## src/rtl/agsc_pkg.sv

```systemverilog
package agsc_pkg;
   // Byte offsets inside the converter's window; each result word is upper then lower byte
   localparam logic [7:0] OFS_RESULT_BASE = 8'h00;
   localparam logic [7:0] OFS_RESULT_UPPER_BASE = 8'h20;
   localparam logic [7:0] OFS_CTRL_STATUS = 8'h18;
   localparam logic [7:0] OFS_START_CTRL = 8'h19;
   localparam logic [7:0] OFS_TRIG_SOURCE = 8'h28;

   localparam logic [7:0] RST_CTRL_STATUS = 8'h00;
   localparam logic [7:0] RST_START_CTRL = 8'h1F;
   localparam logic [7:0] RST_TRIG_SOURCE = 8'hFF;
   localparam logic [15:0] RST_RESULT = 16'h0000;

   // Bits that read back as constant ones
   localparam logic [7:0] START_CTRL_FIXED = 8'h1F;
   localparam logic [7:0] TRIG_SOURCE_FIXED = 8'h7F;

   localparam int BIT_END_FLAG = 7;
   localparam int BIT_IRQ_EN = 6;
   localparam int BIT_SCAN_HI = 5;
   localparam int BIT_SCAN_LO = 4;
   localparam int BIT_TRG_EN = 7;
   localparam int BIT_SPEED = 6;
   localparam int BIT_RUN = 5;
   localparam int BIT_TRG_SEL = 7;

   localparam int RES_W = 10;
   localparam int NUM_RESULTS = 16;
   localparam int CONV_STATES_SLOW = 266;
   localparam int CONV_STATES_FAST = 134;
   localparam int CNT_W = 9;

   typedef enum logic [1:0] {SCAN_SINGLE, SCAN_FOUR, SCAN_EIGHT, SCAN_TWELVE} agsc_scan_t;
   typedef enum logic {ST_IDLE, ST_CONV} agsc_state_t;

   typedef struct packed {
      logic rd;
      logic wr;
      logic [7:0] addr;
      logic [7:0] wdata;
   } agsc_bus_req_t;
endpackage

```

## src/rtl/agsc_result_store.sv

```systemverilog
`timescale 1ns/10ps
module agsc_result_store #(
   parameter int DEPTH = 16,
   parameter int DATA_W = 10
) (
   input wire logic core_clk_in,
   input wire logic clear_in,
   input wire logic wr_en_in,
   input wire logic [$clog2(DEPTH)-1:0] wr_idx_in,
   input wire logic [DATA_W-1:0] wr_data_in,
   input wire logic [$clog2(DEPTH)-1:0] rd_idx_in,
   output logic [DATA_W-1:0] rd_data_out
);
   logic [DATA_W-1:0] mem_ff [DEPTH];

   if (DEPTH < 2 || DEPTH != (1 << $clog2(DEPTH)) || DATA_W < 1) begin : g_bad
      $error("Result store needs a power-of-two depth and a nonzero width");
   end

   // Flops rather than a RAM macro: every word must clear at once in standby
   always_ff @(posedge core_clk_in) begin
      for (int i = 0; i < DEPTH; i++) begin
         if (clear_in) begin
            mem_ff[i] <= '0;
         end else if (wr_en_in && wr_idx_in == i[$clog2(DEPTH)-1:0]) begin
            mem_ff[i] <= wr_data_in;
         end
      end
   end

   always_ff @(posedge core_clk_in) begin
      if (clear_in) begin
         rd_data_out <= '0;
      end else begin
         rd_data_out <= mem_ff[rd_idx_in];
      end
   end
endmodule // agsc_result_store

```

## src/rtl/agsc_scan_ctrl.sv

```systemverilog
`timescale 1ns/10ps
// Summary of operation
// RULE_01 - Sixteen read-only 16-bit results, zero after reset and in standby.
// RULE_02 - Result upper eight bits in upper byte, low two in bits 7:6.
// RULE_03 - Channel n result lands in result register n.
// RULE_04 - End flag sets after single conversion or each finished scan group.
// RULE_05 - End flag clears by write 0 after reading 1, or DMA acknowledge.
// RULE_06 - Writing 1 to the end flag has no effect.
// RULE_07 - Single mode idles after its result; scan keeps converting.
// RULE_08 - Interrupt asserted while end flag and interrupt enable are both 1.
// RULE_09 - Scan field: single, four, eight, twelve channels; status resets zero.
// RULE_10 - Single mode converts the channel given by the four-bit select.
// RULE_11 - Four-channel scan: upper select bits pick group, lower bits count.
// RULE_12 - Eight and twelve scans cover groups 0-1 or 0-2, same count.
// RULE_13 - Software never uses eight-channel scan with select bit 3 set.
// RULE_14 - Start control resets to 1F; bits 4:0 ignore writes, read 1.
// RULE_15 - Hardware triggers accepted only while trigger enable is 1.
// RULE_16 - Falling trigger pin edge sets run bit like a software start.
// RULE_17 - Trigger edges ignored while the run bit is already 1.
// RULE_18 - Trigger pin held low at least 1.5 clocks per pulse.
// RULE_19 - Timer triggering needs trigger source bit 7 cleared by software.
// RULE_20 - Conversion lasts at most 266 states, or 134 with speed bit.
// RULE_21 - Run bit 1 starts conversion; clearing it halts conversion.
// RULE_22 - Software stops conversion before changing mode or speed settings.
// RULE_23 - Single mode clears the run bit at end; scan leaves it set.
// RULE_24 - Upper byte read latches lower byte; later lower read returns it.
// RULE_25 - Trigger source bit: 0 timer, 1 pin; resets to 1.
// RULE_26 - Channels step upward within a group, then group by group.
// RULE_27 - Trigger pin passes a two-stage synchroniser before edge detection.
module agsc_scan_ctrl #(
   parameter int CONV_SLOW = agsc_pkg::CONV_STATES_SLOW,
   parameter int CONV_FAST = agsc_pkg::CONV_STATES_FAST
) (
   input wire logic core_clk_in,
   input wire logic rstn_in,
   input wire logic standby_in,
   input wire agsc_pkg::agsc_bus_req_t bus_req_in,
   output logic [7:0] rdata_out,
   output logic rd_valid_out,
   input wire logic ext_trigger_n_in,
   input wire logic timer_trig_in,
   input wire logic dma_ack_in,
   output logic conv_end_irq_out,
   output logic core_start_out,
   output logic [3:0] core_chan_out,
   output logic conv_speed_select_out,
   input wire logic [agsc_pkg::RES_W-1:0] core_result_in
);
   if (CONV_SLOW < 2 || CONV_FAST < 2 || CONV_SLOW >= 512 || CONV_FAST >= 512) begin : g_bad
      $error("Conversion lengths must lie between 2 and 511 states");
   end

   localparam logic [8:0] LAST_SLOW = 9'(CONV_SLOW - 1);
   localparam logic [8:0] LAST_FAST = 9'(CONV_FAST - 1);

   logic clr;
   logic [7:0] ctrl_status_ff;
   logic run_ff, trg_en_ff, speed_ff, trg_sel_ff, armed_ff;
   logic ext_sync1_ff, ext_sync2_ff, ext_prev_ff;
   agsc_pkg::agsc_state_t state_ff;
   logic [1:0] grp_ff, idx_ff;
   logic [8:0] cnt_ff;
   logic [3:0] chan_ff;
   logic start_ff, rd_pend_ff, rd_res_ff, rd_valid_ff;
   logic [7:0] rd_addr_ff, temp_ff, rdata_ff;
   logic [agsc_pkg::RES_W-1:0] mem_q;

   agsc_pkg::agsc_scan_t mode;
   logic single;
   logic [1:0] first_grp, last_grp;
   logic [8:0] last_cnt;
   logic conv_done, grp_done, ext_fall, hw_start;
   logic wr_status, wr_start, wr_trig, flag_set, flag_clr;
   logic [3:0] wr_chan, rd_idx, cap_idx;
   logic rd_is_result, rd_is_upper;

   assign clr = !rstn_in || standby_in;
   assign wr_status = bus_req_in.wr && bus_req_in.addr == agsc_pkg::OFS_CTRL_STATUS;
   assign wr_start = bus_req_in.wr && bus_req_in.addr == agsc_pkg::OFS_START_CTRL;
   assign wr_trig = bus_req_in.wr && bus_req_in.addr == agsc_pkg::OFS_TRIG_SOURCE;

   // Mode and channel decode
   always_comb begin
      mode = agsc_pkg::agsc_scan_t'({ctrl_status_ff[agsc_pkg::BIT_SCAN_HI],
                                     ctrl_status_ff[agsc_pkg::BIT_SCAN_LO]}); // [RULE_09]
      single = mode == agsc_pkg::SCAN_SINGLE;
      first_grp = 2'h0;
      last_grp = 2'h0;
      case (mode)
         agsc_pkg::SCAN_FOUR: begin
            first_grp = ctrl_status_ff[3:2]; // [RULE_11]
            last_grp = ctrl_status_ff[3:2];
         end
         agsc_pkg::SCAN_EIGHT: begin
            last_grp = 2'h1; // [RULE_12]
         end
         agsc_pkg::SCAN_TWELVE: begin
            last_grp = 2'h2; // [RULE_12]
         end
         default: begin
            last_grp = 2'h0;
         end
      endcase
      last_cnt = speed_ff ? LAST_FAST : LAST_SLOW; // [RULE_20]
      // Single mode takes the select code whole; scans build group and index
      wr_chan = single ? ctrl_status_ff[3:0] : {grp_ff, idx_ff}; // [RULE_10] [RULE_26]
   end

   assign conv_done = state_ff == agsc_pkg::ST_CONV && run_ff && cnt_ff == last_cnt;
   assign grp_done = idx_ff == ctrl_status_ff[1:0];
   assign flag_set = conv_done && (single || grp_done); // [RULE_04]

   // Trigger pin synchroniser and edge detect
   always_ff @(posedge core_clk_in) begin
      if (!rstn_in) begin
         ext_sync1_ff <= 1'b1;
         ext_sync2_ff <= 1'b1;
         ext_prev_ff <= 1'b1;
      end else begin
         ext_sync1_ff <= ext_trigger_n_in; // [RULE_27]
         ext_sync2_ff <= ext_sync1_ff;
         ext_prev_ff <= ext_sync2_ff;
      end
   end

   // Pulses shorter than one clock may be missed by the synchroniser
   assign ext_fall = ext_prev_ff && !ext_sync2_ff; // [RULE_16]
   assign hw_start = trg_en_ff && !run_ff &&
                     (trg_sel_ff ? ext_fall : timer_trig_in); // [RULE_15] [RULE_17] [RULE_25]

   // Control and status register
   always_ff @(posedge core_clk_in) begin
      if (clr) begin
         ctrl_status_ff[6:0] <= agsc_pkg::RST_CTRL_STATUS[6:0]; // [RULE_09]
      end else if (wr_status) begin
         ctrl_status_ff[6:0] <= bus_req_in.wdata[6:0];
      end
   end

   // Software only clears; a writer holding 1 in bit 7 leaves the flag alone
   assign flag_clr = dma_ack_in ||
                     (wr_status && armed_ff &&
                      !bus_req_in.wdata[agsc_pkg::BIT_END_FLAG]); // [RULE_05] [RULE_06]

   always_ff @(posedge core_clk_in) begin
      if (clr) begin
         ctrl_status_ff[agsc_pkg::BIT_END_FLAG] <=
            agsc_pkg::RST_CTRL_STATUS[agsc_pkg::BIT_END_FLAG];
      end else if (flag_set) begin
         ctrl_status_ff[agsc_pkg::BIT_END_FLAG] <= 1'b1; // [RULE_04]
      end else if (flag_clr) begin
         ctrl_status_ff[agsc_pkg::BIT_END_FLAG] <= 1'b0; // [RULE_05]
      end
   end

   // Read of the flag as 1 arms the clear; any status write disarms it
   always_ff @(posedge core_clk_in) begin
      if (clr) begin
         armed_ff <= 1'b0;
      end else if (wr_status) begin
         armed_ff <= 1'b0;
      end else if (rd_pend_ff && rd_addr_ff == agsc_pkg::OFS_CTRL_STATUS &&
                   ctrl_status_ff[agsc_pkg::BIT_END_FLAG]) begin
         armed_ff <= 1'b1; // [RULE_05]
      end
   end

   assign conv_end_irq_out = ctrl_status_ff[agsc_pkg::BIT_END_FLAG] &&
                             ctrl_status_ff[agsc_pkg::BIT_IRQ_EN]; // [RULE_08]

   // Start control and trigger source
   always_ff @(posedge core_clk_in) begin
      if (clr) begin
         trg_en_ff <= agsc_pkg::RST_START_CTRL[agsc_pkg::BIT_TRG_EN];
         speed_ff <= agsc_pkg::RST_START_CTRL[agsc_pkg::BIT_SPEED];
         trg_sel_ff <= agsc_pkg::RST_TRIG_SOURCE[agsc_pkg::BIT_TRG_SEL]; // [RULE_25]
      end else begin
         if (wr_start) begin
            trg_en_ff <= bus_req_in.wdata[agsc_pkg::BIT_TRG_EN]; // [RULE_15]
            speed_ff <= bus_req_in.wdata[agsc_pkg::BIT_SPEED];
         end
         if (wr_trig) begin
            trg_sel_ff <= bus_req_in.wdata[agsc_pkg::BIT_TRG_SEL]; // [RULE_19]
         end
      end
   end

   assign conv_speed_select_out = speed_ff;

   // Run bit: a software write beats the single-mode auto clear in the same cycle
   always_ff @(posedge core_clk_in) begin
      if (clr) begin
         run_ff <= agsc_pkg::RST_START_CTRL[agsc_pkg::BIT_RUN];
      end else if (wr_start) begin
         run_ff <= bus_req_in.wdata[agsc_pkg::BIT_RUN]; // [RULE_21]
      end else if (hw_start) begin
         run_ff <= 1'b1; // [RULE_16]
      end else if (conv_done && single) begin
         run_ff <= 1'b0; // [RULE_23]
      end
   end

   // Conversion sequencer
   always_ff @(posedge core_clk_in) begin
      if (clr) begin
         state_ff <= agsc_pkg::ST_IDLE;
         grp_ff <= 2'h0;
         idx_ff <= 2'h0;
         cnt_ff <= 9'h000;
         start_ff <= 1'b0;
         chan_ff <= 4'h0;
      end else begin
         start_ff <= 1'b0;
         case (state_ff)
            agsc_pkg::ST_IDLE: begin
               cnt_ff <= 9'h000;
               if (run_ff) begin
                  state_ff <= agsc_pkg::ST_CONV; // [RULE_21]
                  grp_ff <= first_grp;
                  idx_ff <= 2'h0;
                  start_ff <= 1'b1;
                  chan_ff <= single ? ctrl_status_ff[3:0] : {first_grp, 2'h0};
               end
            end
            agsc_pkg::ST_CONV: begin
               if (!run_ff) begin
                  state_ff <= agsc_pkg::ST_IDLE; // [RULE_21]
               end else if (!conv_done) begin
                  cnt_ff <= cnt_ff + 9'h001;
               end else if (single) begin
                  state_ff <= agsc_pkg::ST_IDLE; // [RULE_07]
               end else begin
                  // Scan wraps to its first group and runs until software stops it
                  cnt_ff <= 9'h000; // [RULE_07]
                  start_ff <= 1'b1;
                  if (grp_done) begin
                     idx_ff <= 2'h0; // [RULE_26]
                     grp_ff <= (grp_ff == last_grp) ? first_grp : grp_ff + 2'h1;
                     chan_ff <= {(grp_ff == last_grp) ? first_grp : grp_ff + 2'h1, 2'h0};
                  end else begin
                     idx_ff <= idx_ff + 2'h1; // [RULE_26]
                     chan_ff <= {grp_ff, idx_ff + 2'h1};
                  end
               end
            end
            default: begin
               state_ff <= agsc_pkg::ST_IDLE;
            end
         endcase
      end
   end

   assign core_start_out = start_ff;
   assign core_chan_out = chan_ff;

   // Result storage and byte reads
   always_comb begin
      rd_is_result = 1'b0;
      rd_idx = 4'h0;
      if (bus_req_in.addr < agsc_pkg::OFS_CTRL_STATUS) begin
         rd_is_result = 1'b1;
         rd_idx = bus_req_in.addr[4:1];
      end else if (bus_req_in.addr[7:3] == agsc_pkg::OFS_RESULT_UPPER_BASE[7:3]) begin
         rd_is_result = 1'b1;
         rd_idx = {2'b11, bus_req_in.addr[2:1]};
      end
   end

   assign cap_idx = wr_chan; // [RULE_03]

   agsc_result_store #(
      .DEPTH(agsc_pkg::NUM_RESULTS),
      .DATA_W(agsc_pkg::RES_W)
   ) u_store (
      .core_clk_in(core_clk_in),
      .clear_in(clr), // [RULE_01]
      .wr_en_in(conv_done),
      .wr_idx_in(cap_idx),
      .wr_data_in(core_result_in),
      .rd_idx_in(rd_idx),
      .rd_data_out(mem_q)
   );

   always_ff @(posedge core_clk_in) begin
      if (clr) begin
         rd_pend_ff <= 1'b0;
         rd_addr_ff <= 8'h00;
         rd_res_ff <= 1'b0;
      end else begin
         rd_pend_ff <= bus_req_in.rd;
         rd_addr_ff <= bus_req_in.addr;
         rd_res_ff <= rd_is_result;
      end
   end

   assign rd_is_upper = !rd_addr_ff[0];

   always_ff @(posedge core_clk_in) begin
      if (clr) begin
         rdata_ff <= 8'h00;
         rd_valid_ff <= 1'b0;
         temp_ff <= agsc_pkg::RST_RESULT[7:0];
      end else begin
         rd_valid_ff <= rd_pend_ff;
         if (rd_pend_ff) begin
            if (rd_addr_ff == agsc_pkg::OFS_CTRL_STATUS) begin
               rdata_ff <= ctrl_status_ff;
            end else if (rd_addr_ff == agsc_pkg::OFS_START_CTRL) begin
               rdata_ff <= {trg_en_ff, speed_ff, run_ff, 5'h00} |
                           agsc_pkg::START_CTRL_FIXED; // [RULE_14]
            end else if (rd_addr_ff == agsc_pkg::OFS_TRIG_SOURCE) begin
               rdata_ff <= {trg_sel_ff, 7'h00} | agsc_pkg::TRIG_SOURCE_FIXED;
            end else if (rd_res_ff) begin
               if (rd_is_upper) begin
                  rdata_ff <= mem_q[9:2]; // [RULE_02]
                  temp_ff <= {mem_q[1:0], 6'h00}; // [RULE_24]
               end else begin
                  rdata_ff <= temp_ff; // [RULE_24]
               end
            end else begin
               rdata_ff <= 8'h00;
            end
         end
      end
   end

   assign rdata_out = rdata_ff;
   assign rd_valid_out = rd_valid_ff;

   logic rd_lower_ff, rd_start_ff;
   always_ff @(posedge core_clk_in) begin
      rd_lower_ff <= rd_pend_ff && rd_addr_ff[0] && rd_addr_ff < agsc_pkg::OFS_CTRL_STATUS;
      rd_start_ff <= rd_pend_ff && rd_addr_ff == agsc_pkg::OFS_START_CTRL;
   end

   flag_set_a: assert property (@(posedge core_clk_in) disable iff (clr) // [RULE_04]
      flag_set |=> ctrl_status_ff[agsc_pkg::BIT_END_FLAG]) else $error("End flag not set");
   no_sw_set_a: assert property (@(posedge core_clk_in) disable iff (clr) // [RULE_06]
      !ctrl_status_ff[agsc_pkg::BIT_END_FLAG] && !flag_set
      |=> !ctrl_status_ff[agsc_pkg::BIT_END_FLAG])
      else $error("End flag set without conversion");
   irq_gate_a: assert property (@(posedge core_clk_in) disable iff (clr) // [RULE_08]
      !ctrl_status_ff[agsc_pkg::BIT_IRQ_EN] |-> !conv_end_irq_out) else $error("Masked irq seen");
   single_stop_a: assert property (@(posedge core_clk_in) disable iff (clr) // [RULE_23]
      conv_done && single && !wr_start |=> !run_ff && state_ff == agsc_pkg::ST_IDLE)
      else $error("Single mode did not stop");
   scan_keep_a: assert property (@(posedge core_clk_in) disable iff (clr) // [RULE_07]
      conv_done && !single && !wr_start |=> run_ff && core_start_out) else $error("Scan halted");
   conv_len_a: assert property (@(posedge core_clk_in) disable iff (clr) // [RULE_20]
      core_start_out |-> ##[1:266] (conv_done || !run_ff)) else $error("Conversion too long");
   trig_start_a: assert property (@(posedge core_clk_in) disable iff (clr) // [RULE_16]
      trg_en_ff && trg_sel_ff && ext_fall && !run_ff && !wr_start |=> run_ff)
      else $error("Trigger edge missed");
   trig_ignore_a: assert property (@(posedge core_clk_in) disable iff (clr) // [RULE_15]
      !trg_en_ff && !wr_start && !run_ff |=> !run_ff) else $error("Disabled trigger started run");
   fixed_ones_a: assert property (@(posedge core_clk_in) disable iff (clr) // [RULE_14]
      rd_start_ff |-> rdata_out[4:0] == 5'h1F) else $error("Reserved bits not one");
   low_fmt_a: assert property (@(posedge core_clk_in) disable iff (clr) // [RULE_02]
      rd_lower_ff |-> rdata_out[5:0] == 6'h00) else $error("Lower byte format wrong");
endmodule // agsc_scan_ctrl

```

## config.mk

```make
export PLATFORM = sky130hd
export DESIGN_NAME = agsc_scan_ctrl
export DESIGN_NICKNAME = d
export VERILOG_FILES = /design/src/rtl/agsc_pkg.sv /design/src/rtl/agsc_result_store.sv /design/src/rtl/agsc_scan_ctrl.sv
export SDC_FILE = /design/constraint.sdc
export NUM_CORES = 1
export LEC_CHECK = 0
export BUFFER_PORTS_ARGS = -buffer_cell sky130_fd_sc_hd__buf_2
export CORE_ASPECT_RATIO = 0.7
export CORE_MARGIN = 1.5
export CORE_UTILIZATION = 35
export DETAILED_ROUTE_END_ITERATION = 10
export SYNTH_ARGS = -nofsm -noshare
export SYNTH_HDL_FRONTEND = slang
export SYNTH_HIERARCHICAL = 1
export SYNTH_SLANG_ARGS = --single-unit
export TNS_END_PERCENT = 30
```

## constraint.sdc

```tcl
create_clock -name core_clk_in -period 2.7 [get_ports core_clk_in]
set_clock_uncertainty 0.1 [all_clocks]
set_input_delay 0.405 -clock core_clk_in [delete_from_list [all_inputs] [get_ports core_clk_in]]
set_output_delay 0.405 -clock core_clk_in [all_outputs]
set_load 0.05 [all_outputs]
```

==> impl.org, run 1 <==
** Status
- Outcome :: finished clean

** Logic synthesis
- Post-synth design cell area :: roughly 11000 um2
- For this run, the register share of the synthesized area comes to 0.571.
- Synthesis handed over a netlist of 887 instances.
- After synthesis the netlist holds a flip-flop and latch count of 226.
- Library cell occupying the most area in the post-synthesis netlist :: sky130_fd_sc_hd__edfxtp_1
- Proportion of netlist area held by the largest area contributor :: 0.448
- After synthesis, the share of flip-flops with an asynchronous set or reset is 0.
- Count of unique library cells instantiated by Yosys :: 80
- Yosys printed 6 warnings.
- Nets in the synthesized netlist :: 923
- The synthesized design contains 160 enable-type register cells.
- Syn avg cell area :: 12.1 um2
- By area the synthesized netlist is led by sky130_fd_sc_hd__edfxtp_1 (45%), sky130_fd_sc_hd__dfxtp_1 (12%), sky130_fd_sc_hd__and2_1 (10%).
- Most used DFF post-synth :: sky130_fd_sc_hd__edfxtp_1

** Route
- Mean routed wirelength per cell :: 20.4 um
- Detailed-route vias per instance :: 5.16
- Overall via count from detail_route :: 7400
- First-pass iteration count of the detailed router :: 5
- The count of nets left with antenna violations once routing finished came out at 0.
- Post-route DRC :: 0
- Post-detailed-routing wire length :: just under 30000 um
- Number of DRC markers after the initial detailed-route iteration :: ~780

** GRT
- All-layer global routing usage :: 0.188
- Summed over all layers, the global routing overflow is 0.
- The first global-routing pass estimated 44100 um of wire.
- The number of antenna violations at the first check in global routing is 1.
- The number of global-route vias before repair came to around 7000.
- Entering global routing, the biggest net connects 38 pins.

** Worst setup path
- At the worst endpoint, the required time is 2830 ps.
- For the worst setup path, the data arrival time is 2690 ps.
- Type of the worst setup path :: flop to flop
- The startpoint identified for the worst register-to-register timing path is cnt_ff[7]$_SDFFE_PP0P_.
- Crit. End Element :: flop
- Setup slack on the worst flop-to-flop path :: 140 ps
- Measured in cells, the most critical reg-to-reg path has a length of 7.
- Endpoint of the worst-slack reg-to-reg timing path :: u_store/mem_ff[9][8]$_SDFFCE_PN0P_
- In this run the worst path has a maximum fanout of 10.
- CP Launch Type :: flop

** Finish
- Summing all multi-input logic gate instances after layout gives 4340 um2.
- Compared with the post-synthesis result, the final layout area differs by 19.6%.
- Registers take between 6000 and 7000 um2.
- The finished cells cover 12800 um2.
- At the end of the flow the core is filled with cells to 0.426.
- Number of filler instances in the final layout :: 2833
- Fin nets :: 1038
- Ratio of cells with drive above 1 in the final layout :: 0.208

** Min path
- WHS Path Cells :: 3
- For hold timing, the worst endpoint is ctrl_status_ff[1]$_SDFFE_PP0P_.
- HP Class :: input port to flop
- Hold Crit Start :: bus_req_in[1]

** Die
- Pin placement for this block handled 50 I/O pins.
- Horiz. Die Dim :: approximately 210 um
- Effective utilization at floorplan :: 0.356
- Placeable Area :: 30100 um2
- The die is 149 um tall.
- After floorplanning, the core was divided into 53 placement rows.
- The floorplan step defined a die boundary enclosing 31700 um2.

** Clock network
- The tree is rooted in a sky130_fd_sc_hd__clkbuf_16.
- Clock tree synthesis found a total of 226 sinks.
- TritonCTS built the clock tree.
- Number of buffers inserted during clock tree synthesis :: 22
- CTS HTree Levels :: 1
- Buffer levels on the longest clock path :: 3
- Number of post-CTS setup repair buffers :: 0
- Later-pin clock latency in the skew report :: 520 ps
- Clock transition at the register clock pins on the worst setup and hold paths after CTS :: 70 ps

** Timing
- Pin slew with the least headroom to its limit :: 871 ps
- On the final layout, the worst hold slack is between 15 and 20 ps.
- In the finished design, the share of the clock period the worst path needs comes to 0.949.
- Slew margin rel. :: 0.417
- Hold Fails Final Rpt :: 0
- Number of max-slew violations in the final report :: 0
- Derived from the worst setup path, the maximum achievable clock frequency is approximately 390 MHz.
- Worst-case setup margin in the final layout :: approximately 140 ps
- Setup violations remaining at the end of the flow were counted as 0.
- Subtracting the final worst setup slack from the clock period gives 2560 ps.

** Placed design
- IO Port Bufs :: 49
- Timing analysis after detailed placement gives a worst setup slack of -18.7 ps.
- Final HPWL from detailed placement :: 20800 um
- At the end of routability-driven placement, the weighted congestion stood at 0.840.
- Instance area after placement :: 12000 um2

** Pwr
- Static leakage :: 0.00478 uW
- VDD IR-drop max :: about 330 uV
- For this design the ratio of total power to cell area is 585 nW/um2.

** Job
- Maxcap violations :: 0
==> per-layer routing <==
metal	GRT usage	vias up	share of wire
met2	0.240	273	0.38
met4	0.0279	0	0.011
met3	0.0437	26	0.090
li1	-	3475	-
met1	0.315	3626	0.52
met5	0	-	0
==> placed cells by master (no fill, tap or decap), types with 14 or more instances in the layout <==
cell type                   instances
sky130_fd_sc_hd__nand2_1           46
sky130_fd_sc_hd__edfxtp_1         160
sky130_fd_sc_hd__clkbuf_16         23
sky130_fd_sc_hd__a21oi_1           19
sky130_fd_sc_hd__nor2_1            44
sky130_fd_sc_hd__mux2i_1           71
sky130_fd_sc_hd__a22oi_1           26
sky130_fd_sc_hd__nand2b_1          14
sky130_fd_sc_hd__and2_1           175
sky130_fd_sc_hd__dfxtp_1           66
sky130_fd_sc_hd__nand3_1           27
sky130_fd_sc_hd__buf_2             49
sky130_fd_sc_hd__buf_4             74
==> worst max-delay path, stage by stage, from the launching register on <==
cell	delay, ps
sky130_fd_sc_hd__dfxtp_1	310
sky130_fd_sc_hd__or4b_4	560
sky130_fd_sc_hd__mux2_4	330
sky130_fd_sc_hd__nor2_2	130
sky130_fd_sc_hd__buf_4	150
sky130_fd_sc_hd__nand3b_1	220
sky130_fd_sc_hd__o21bai_2	290
sky130_fd_sc_hd__buf_12	170
==> through the flow <==
stage                     setup TNS, ps  cells  power (uW)
final                                 0   1433        7500
after global routing              -18.8   1430        7730
after CTS                             0   1430        7560
after detailed placement          -18.7   1386        4410
after global placement            -23.6   1386        4400
after floorplan                   -3590    887        4160
==> logic make-up (layout without fill, tap and decap cells) <==
kind of cell             after synthesis  after routing  synth area share
XOR/XNOR                              12             12            0.0112
other                                  0              3                 0
AND/OR/NAND/NOR                      371            371             0.198
adder cells (fa/ha/maj)                3              3           0.00327
buffers and inverters                 59            190            0.0294
AO/OA/AOI/OAI                        128            128            0.0863
flip-flops                           226            226             0.571
multiplexers                          88             88             0.101
==> timing repair <==
action / CTS / global route
hold buffers: 4 / 0
endpoints found under the hold margin: 4 / 0
resized for setup: 0 / 2
endpoints found under the setup margin: 0 / 13
==> power by group <==
group / total, uW / switching [uW] / internal [uW]
combinational: 452 / 275 / 177
clock: 3160 / 1330 / 1830
sequential: 3890 / 51.1 / 3840
total: 7500 / 1660 / 5840
==> final cells by class <==
class	count	share of cell area
Clock inverter	10	0.00771
Sequential cell	226	0.478
Inverter	12	0.00351
Clock buffer	30	0.0493
Tap cell	412	0.0402
Timing Repair Buffer	138	0.0821
Antenna cell	3	0.000586
Multi-Input combinational cell	602	0.339
==> worst max-delay path by stage <==
stage	start	end	slack [ps]	cells past startpoint
after floorplan	conv_speed_select_out$_SDFFE_PP0P_	u_store/mem_ff[7][0]$_SDFFCE_PN0P_	-70	5
after global placement	bus_req_in[12]	u_store/rd_data_out[6]$_SDFF_PP0_	-20	8
after detailed placement	bus_req_in[12]	u_store/rd_data_out[6]$_SDFF_PP0_	-20	8
after CTS	cnt_ff[7]$_SDFFE_PP0P_	u_store/mem_ff[9][1]$_SDFFCE_PN0P_	50	8
after global routing	cnt_ff[7]$_SDFFE_PP0P_	u_store/mem_ff[8][5]$_SDFFCE_PN0P_	-8	9
final	cnt_ff[7]$_SDFFE_PP0P_	u_store/mem_ff[9][8]$_SDFFCE_PN0P_	140	7
==> cells in the mapped netlist (13+ instances only) <==
library cell	n
sky130_fd_sc_hd__a21oi_1	19
sky130_fd_sc_hd__a22oi_1	26
sky130_fd_sc_hd__and2_1	176
sky130_fd_sc_hd__clkbuf_1	26
sky130_fd_sc_hd__dfxtp_1	66
sky130_fd_sc_hd__edfxtp_1	160
sky130_fd_sc_hd__mux2i_1	71
sky130_fd_sc_hd__nand2_1	46
sky130_fd_sc_hd__nand2b_1	14
sky130_fd_sc_hd__nand3_1	27
sky130_fd_sc_hd__nor2_1	45
sky130_fd_sc_hd__o21ai_0	13
sky130_fd_sc_hd__o21bai_1	16
==> flip-flops by register name (all words and copies together), names as in the netlist, 2 cells and up <==
name / flops
rd_addr_ff: 8
grp_ff: 2
ctrl_status_ff: 8
core_chan_out: 4
u_store/rd_data_out: 10
temp_ff: 2
u_store/mem_ff: 160
cnt_ff: 9
rdata_out: 8
idx_ff: 2
No activity file was read; power rests on OpenSTA's default activity.
==> inputs of run 2 (changes only) <==
CORE_ASPECT_RATIO = 2   (was 0.7)
==> run 2 against run 1 <==
Clock-buffer cell count down 3. Sequential share of layout area hardly changed. First-iteration DRC count decreased by 46%. Cell area about the same. Worst hold slack better by 13 ps. Critical path depth rose by 1. Non-clock buffer count down 6. Die area grew 0.15%. Clock power shrank 3%. Worst setup slack got worse by 72 ps.
==> impl.org, run 2 (synthesized netlist as in run 1, its figures left out) <==
** Status
- The run finished with clean final reports.

** Die
- The floorplan die height is 251 um (+68%).
- Area enclosed by the die boundary :: 31800 um2 (+0.15%)
- Row count :: 90 (+70%)
- The number of I/O pins came to 50 (unchanged).
- Effective utilization at floorplan :: 0.355 (-0.000856)
- Horiz. Die Dim :: 127 um (-40%)
- Placeable Area :: 30200 um2 (+0.24%)

** Worst setup path
- The critical path goes through or4b_4 > mux2_4 > nor2_2 > nor2b_2 > buf_4 > nand2_1 > nor2_1 > and2_1.
- The top fanout value on the critical path was 10 (unchanged).
- Number of buffers and inverters on the critical path :: 1 (-1)
- Category of cells accounting for the largest share of critical-path delay :: simple AND/OR/NAND/NOR gates
- STA classifies the critical path endpoint as a flop.
- Critical path's largest stage delay :: 560 ps (about the same)
- The required time of the critical path came to 2980 ps (+150 ps).
- CP Launch Type :: flop
- For this design, the slowest cell found on the critical path is sky130_fd_sc_hd__or4b_4.
- Data arrival time of the worst path :: 2920 ps (+230 ps)
- Type of the worst setup path :: flop to flop

** Pwr
- The peak supply drop came to 397 uV (+19%).
- Power per Cell Area :: 576 nW/um2 (-1.6%)
- Static leakage :: 0.00477 uW (-0.24%)

** Route
- The count of nets left with antenna violations after detail routing came to 0 (unchanged).
- The number of vias after detailed routing was 7231 (-2.3%).
- Post-route DRC :: 0 (unchanged)
- Mean routed wirelength per cell :: 21.1 um (+3.2%)
- The number of optimization iterations in the first detailed-route pass was 5 (unchanged).
- The post-detailed-route via-to-cell ratio came to 5.25 (+1.6%).
- The final routed wirelength across all metal layers was 29000 um (-0.76%).
- Number of DRC markers after the initial detailed-route iteration :: 419 (-46%)

** Clock network
- Clock Tree Root :: sky130_fd_sc_hd__clkbuf_16
- Number of post-CTS setup repair buffers :: 0 (unchanged)
- TritonCTS clock tree :: done
- Clock transition at the register clock pins on the worst setup and hold paths after CTS :: 70 ps (about the same)
- CTS HTree Levels :: 1 (unchanged)
- The number of clock sinks was 226 (unchanged).
- The later-pin clock latency in the skew report was 520 ps (about the same).
- Number of buffers inserted during clock tree synthesis :: 21 (-4.5%)
- Buffer levels on the longest clock path :: 3 (unchanged)

** Timing
- The number of endpoints failing setup at the final stage came to 0 (unchanged).
- Total Neg Setup Slack :: 0 ps (unchanged)
- Worst-case setup margin in the final layout :: 66.4 ps (-72.2 ps)
- Worst hold margin :: 32.2 ps (+13.1 ps)
- The final count of hold timing violations was 0 (unchanged).
- The number of slew-limit violations in the final report was 0 (unchanged).
- The shortest period the worst path allows is 2630 ps (+72.2 ps).
- Pin slew with the least headroom to its limit :: 727 ps (-144 ps)
- RSZ-0062 raised after global routing :: yes
- Portion of the clock cycle consumed by the worst path in the final layout :: 0.975 (+0.0267)
- Maximum clock frequency :: 380 MHz (-2.7%)
- The worst slew slack as a fraction of its limit came to 0.512 (+0.0942).

** GRT
- The wire length of the first global-routing pass was 44000 um (-0.16%).
- The number of antenna violations at the first check in global routing came to 0 (-1).
- The overall routing resource usage was 0.186 (-0.00235).
- Vias in the first global route :: 7662 (+10%)
- The total congestion overflow after global routing came to 0 (unchanged).
- The largest net degree at the start of global routing is 31 (-18%).

** Finish
- The number of flip-flops under the largest register name came to 160 (unchanged).
- Leaving out fill and tap cells, the most frequent cells in the layout are sky130_fd_sc_hd__and2_1 (175), sky130_fd_sc_hd__edfxtp_1 (160), sky130_fd_sc_hd__mux2i_1 (71).
- The number of fill cells was 2802 (-1.1%).
- Ratio of cells with drive above 1 in the final layout :: 0.207 (-0.00132)
- Biggest register :: u_store/mem_ff
- The total number of nets in the final design was 1031 (-0.67%).
- In the final layout, the registers with the most flip-flops are u_store/mem_ff (160), u_store/rd_data_out (10), cnt_ff (9).
- Area growth, synth to finish :: 19.5% (about the same)
- Share of the core filled with cells in the final layout :: 0.425 (-0.00119)
- The diode insertion count for antenna repair came to 0 (-3).
- Leaving out fill and tap cells, the most frequent cell in the layout is sky130_fd_sc_hd__and2_1.

** Placed design
- The count of buffers inserted at the top-level ports came to 49 (unchanged).
- The pre-CTS setup slack was -164 ps (-145 ps).
- Routability cong. :: 0.933 (+11%)
- The HPWL reported at the end of detailed placement was 22300 um (+7.0%).

** Min path
- The path class of the tightest hold or removal check is input port to flop.

** Job
- The max-capacitance violation count is 0 (unchanged).
[run 2: cell type report]
type	instances	area, um2	share of cell area
clock buffers	27	552	0.0431
clock inverters	11	145	0.0113
inverters	12	45.0	0.00352
multi-input cells	602	4360	0.340
flip-flops and latches	226	6130	0.478
well taps	368	460	0.0359
repair buffers	132	1130	0.0881
[run 2: tightest hold or removal path, stage by stage]
cell and delay, ps:
sky130_fd_sc_hd__buf_2 70, sky130_fd_sc_hd__mux2i_1 60, sky130_fd_sc_hd__nor2_1 80
[run 2: through the flow]
stage                     area, um2  std cells  power (uW)
after global placement        12100       1336        4390
after global routing          12800       1378        7610
after detailed placement      12100       1336        4400
after floorplan               10800        887        4160
final                         12800       1378        7380
after CTS                     12800       1378        7460
[run 2: routing by layer]
layer / vias up / part of all wire / GRT usage / wire length [um]
met5: - / 0 / 0 / 0
met4: 0 / 0.077 / 0.136 / 2230
met3: 84 / 0.028 / 0.0194 / 802
met2: 198 / 0.57 / 0.376 / 16700
met1: 3503 / 0.32 / 0.162 / 9340
li1: 3446 / - / - / -
[run 2: report_power, final]
part           internal (uW)  leakage (uW)  switching (uW)
Clock                   1750      0.000340            1300
Combinational            182       0.00215             250
Sequential              3840       0.00228            54.8
Total                   5770       0.00477            1610
[run 2: final timing paths]
kind	startpoint	end	slack, ps	cells past startpoint
worst max-delay path	cnt_ff[7]$_SDFFE_PP0P_	u_store/mem_ff[5][6]$_SDFFCE_PN0P_	70	8
worst min-delay path	bus_req_in[3]	ctrl_status_ff[3]$_SDFFE_PP0P_	30	3
worst max register to register	cnt_ff[7]$_SDFFE_PP0P_	u_store/mem_ff[5][6]$_SDFFCE_PN0P_	70	8
worst min register to register	ext_sync1_ff$_SDFF_PN1_	ext_sync2_ff$_SDFF_PN1_	310	1
[run 2: repair_timing]
item	CTS	global route
hold endpoints to repair	4	0
setup endpoints to repair	2	67
pin swaps	0	1
hold buffers	4	0
gates resized for setup	1	5
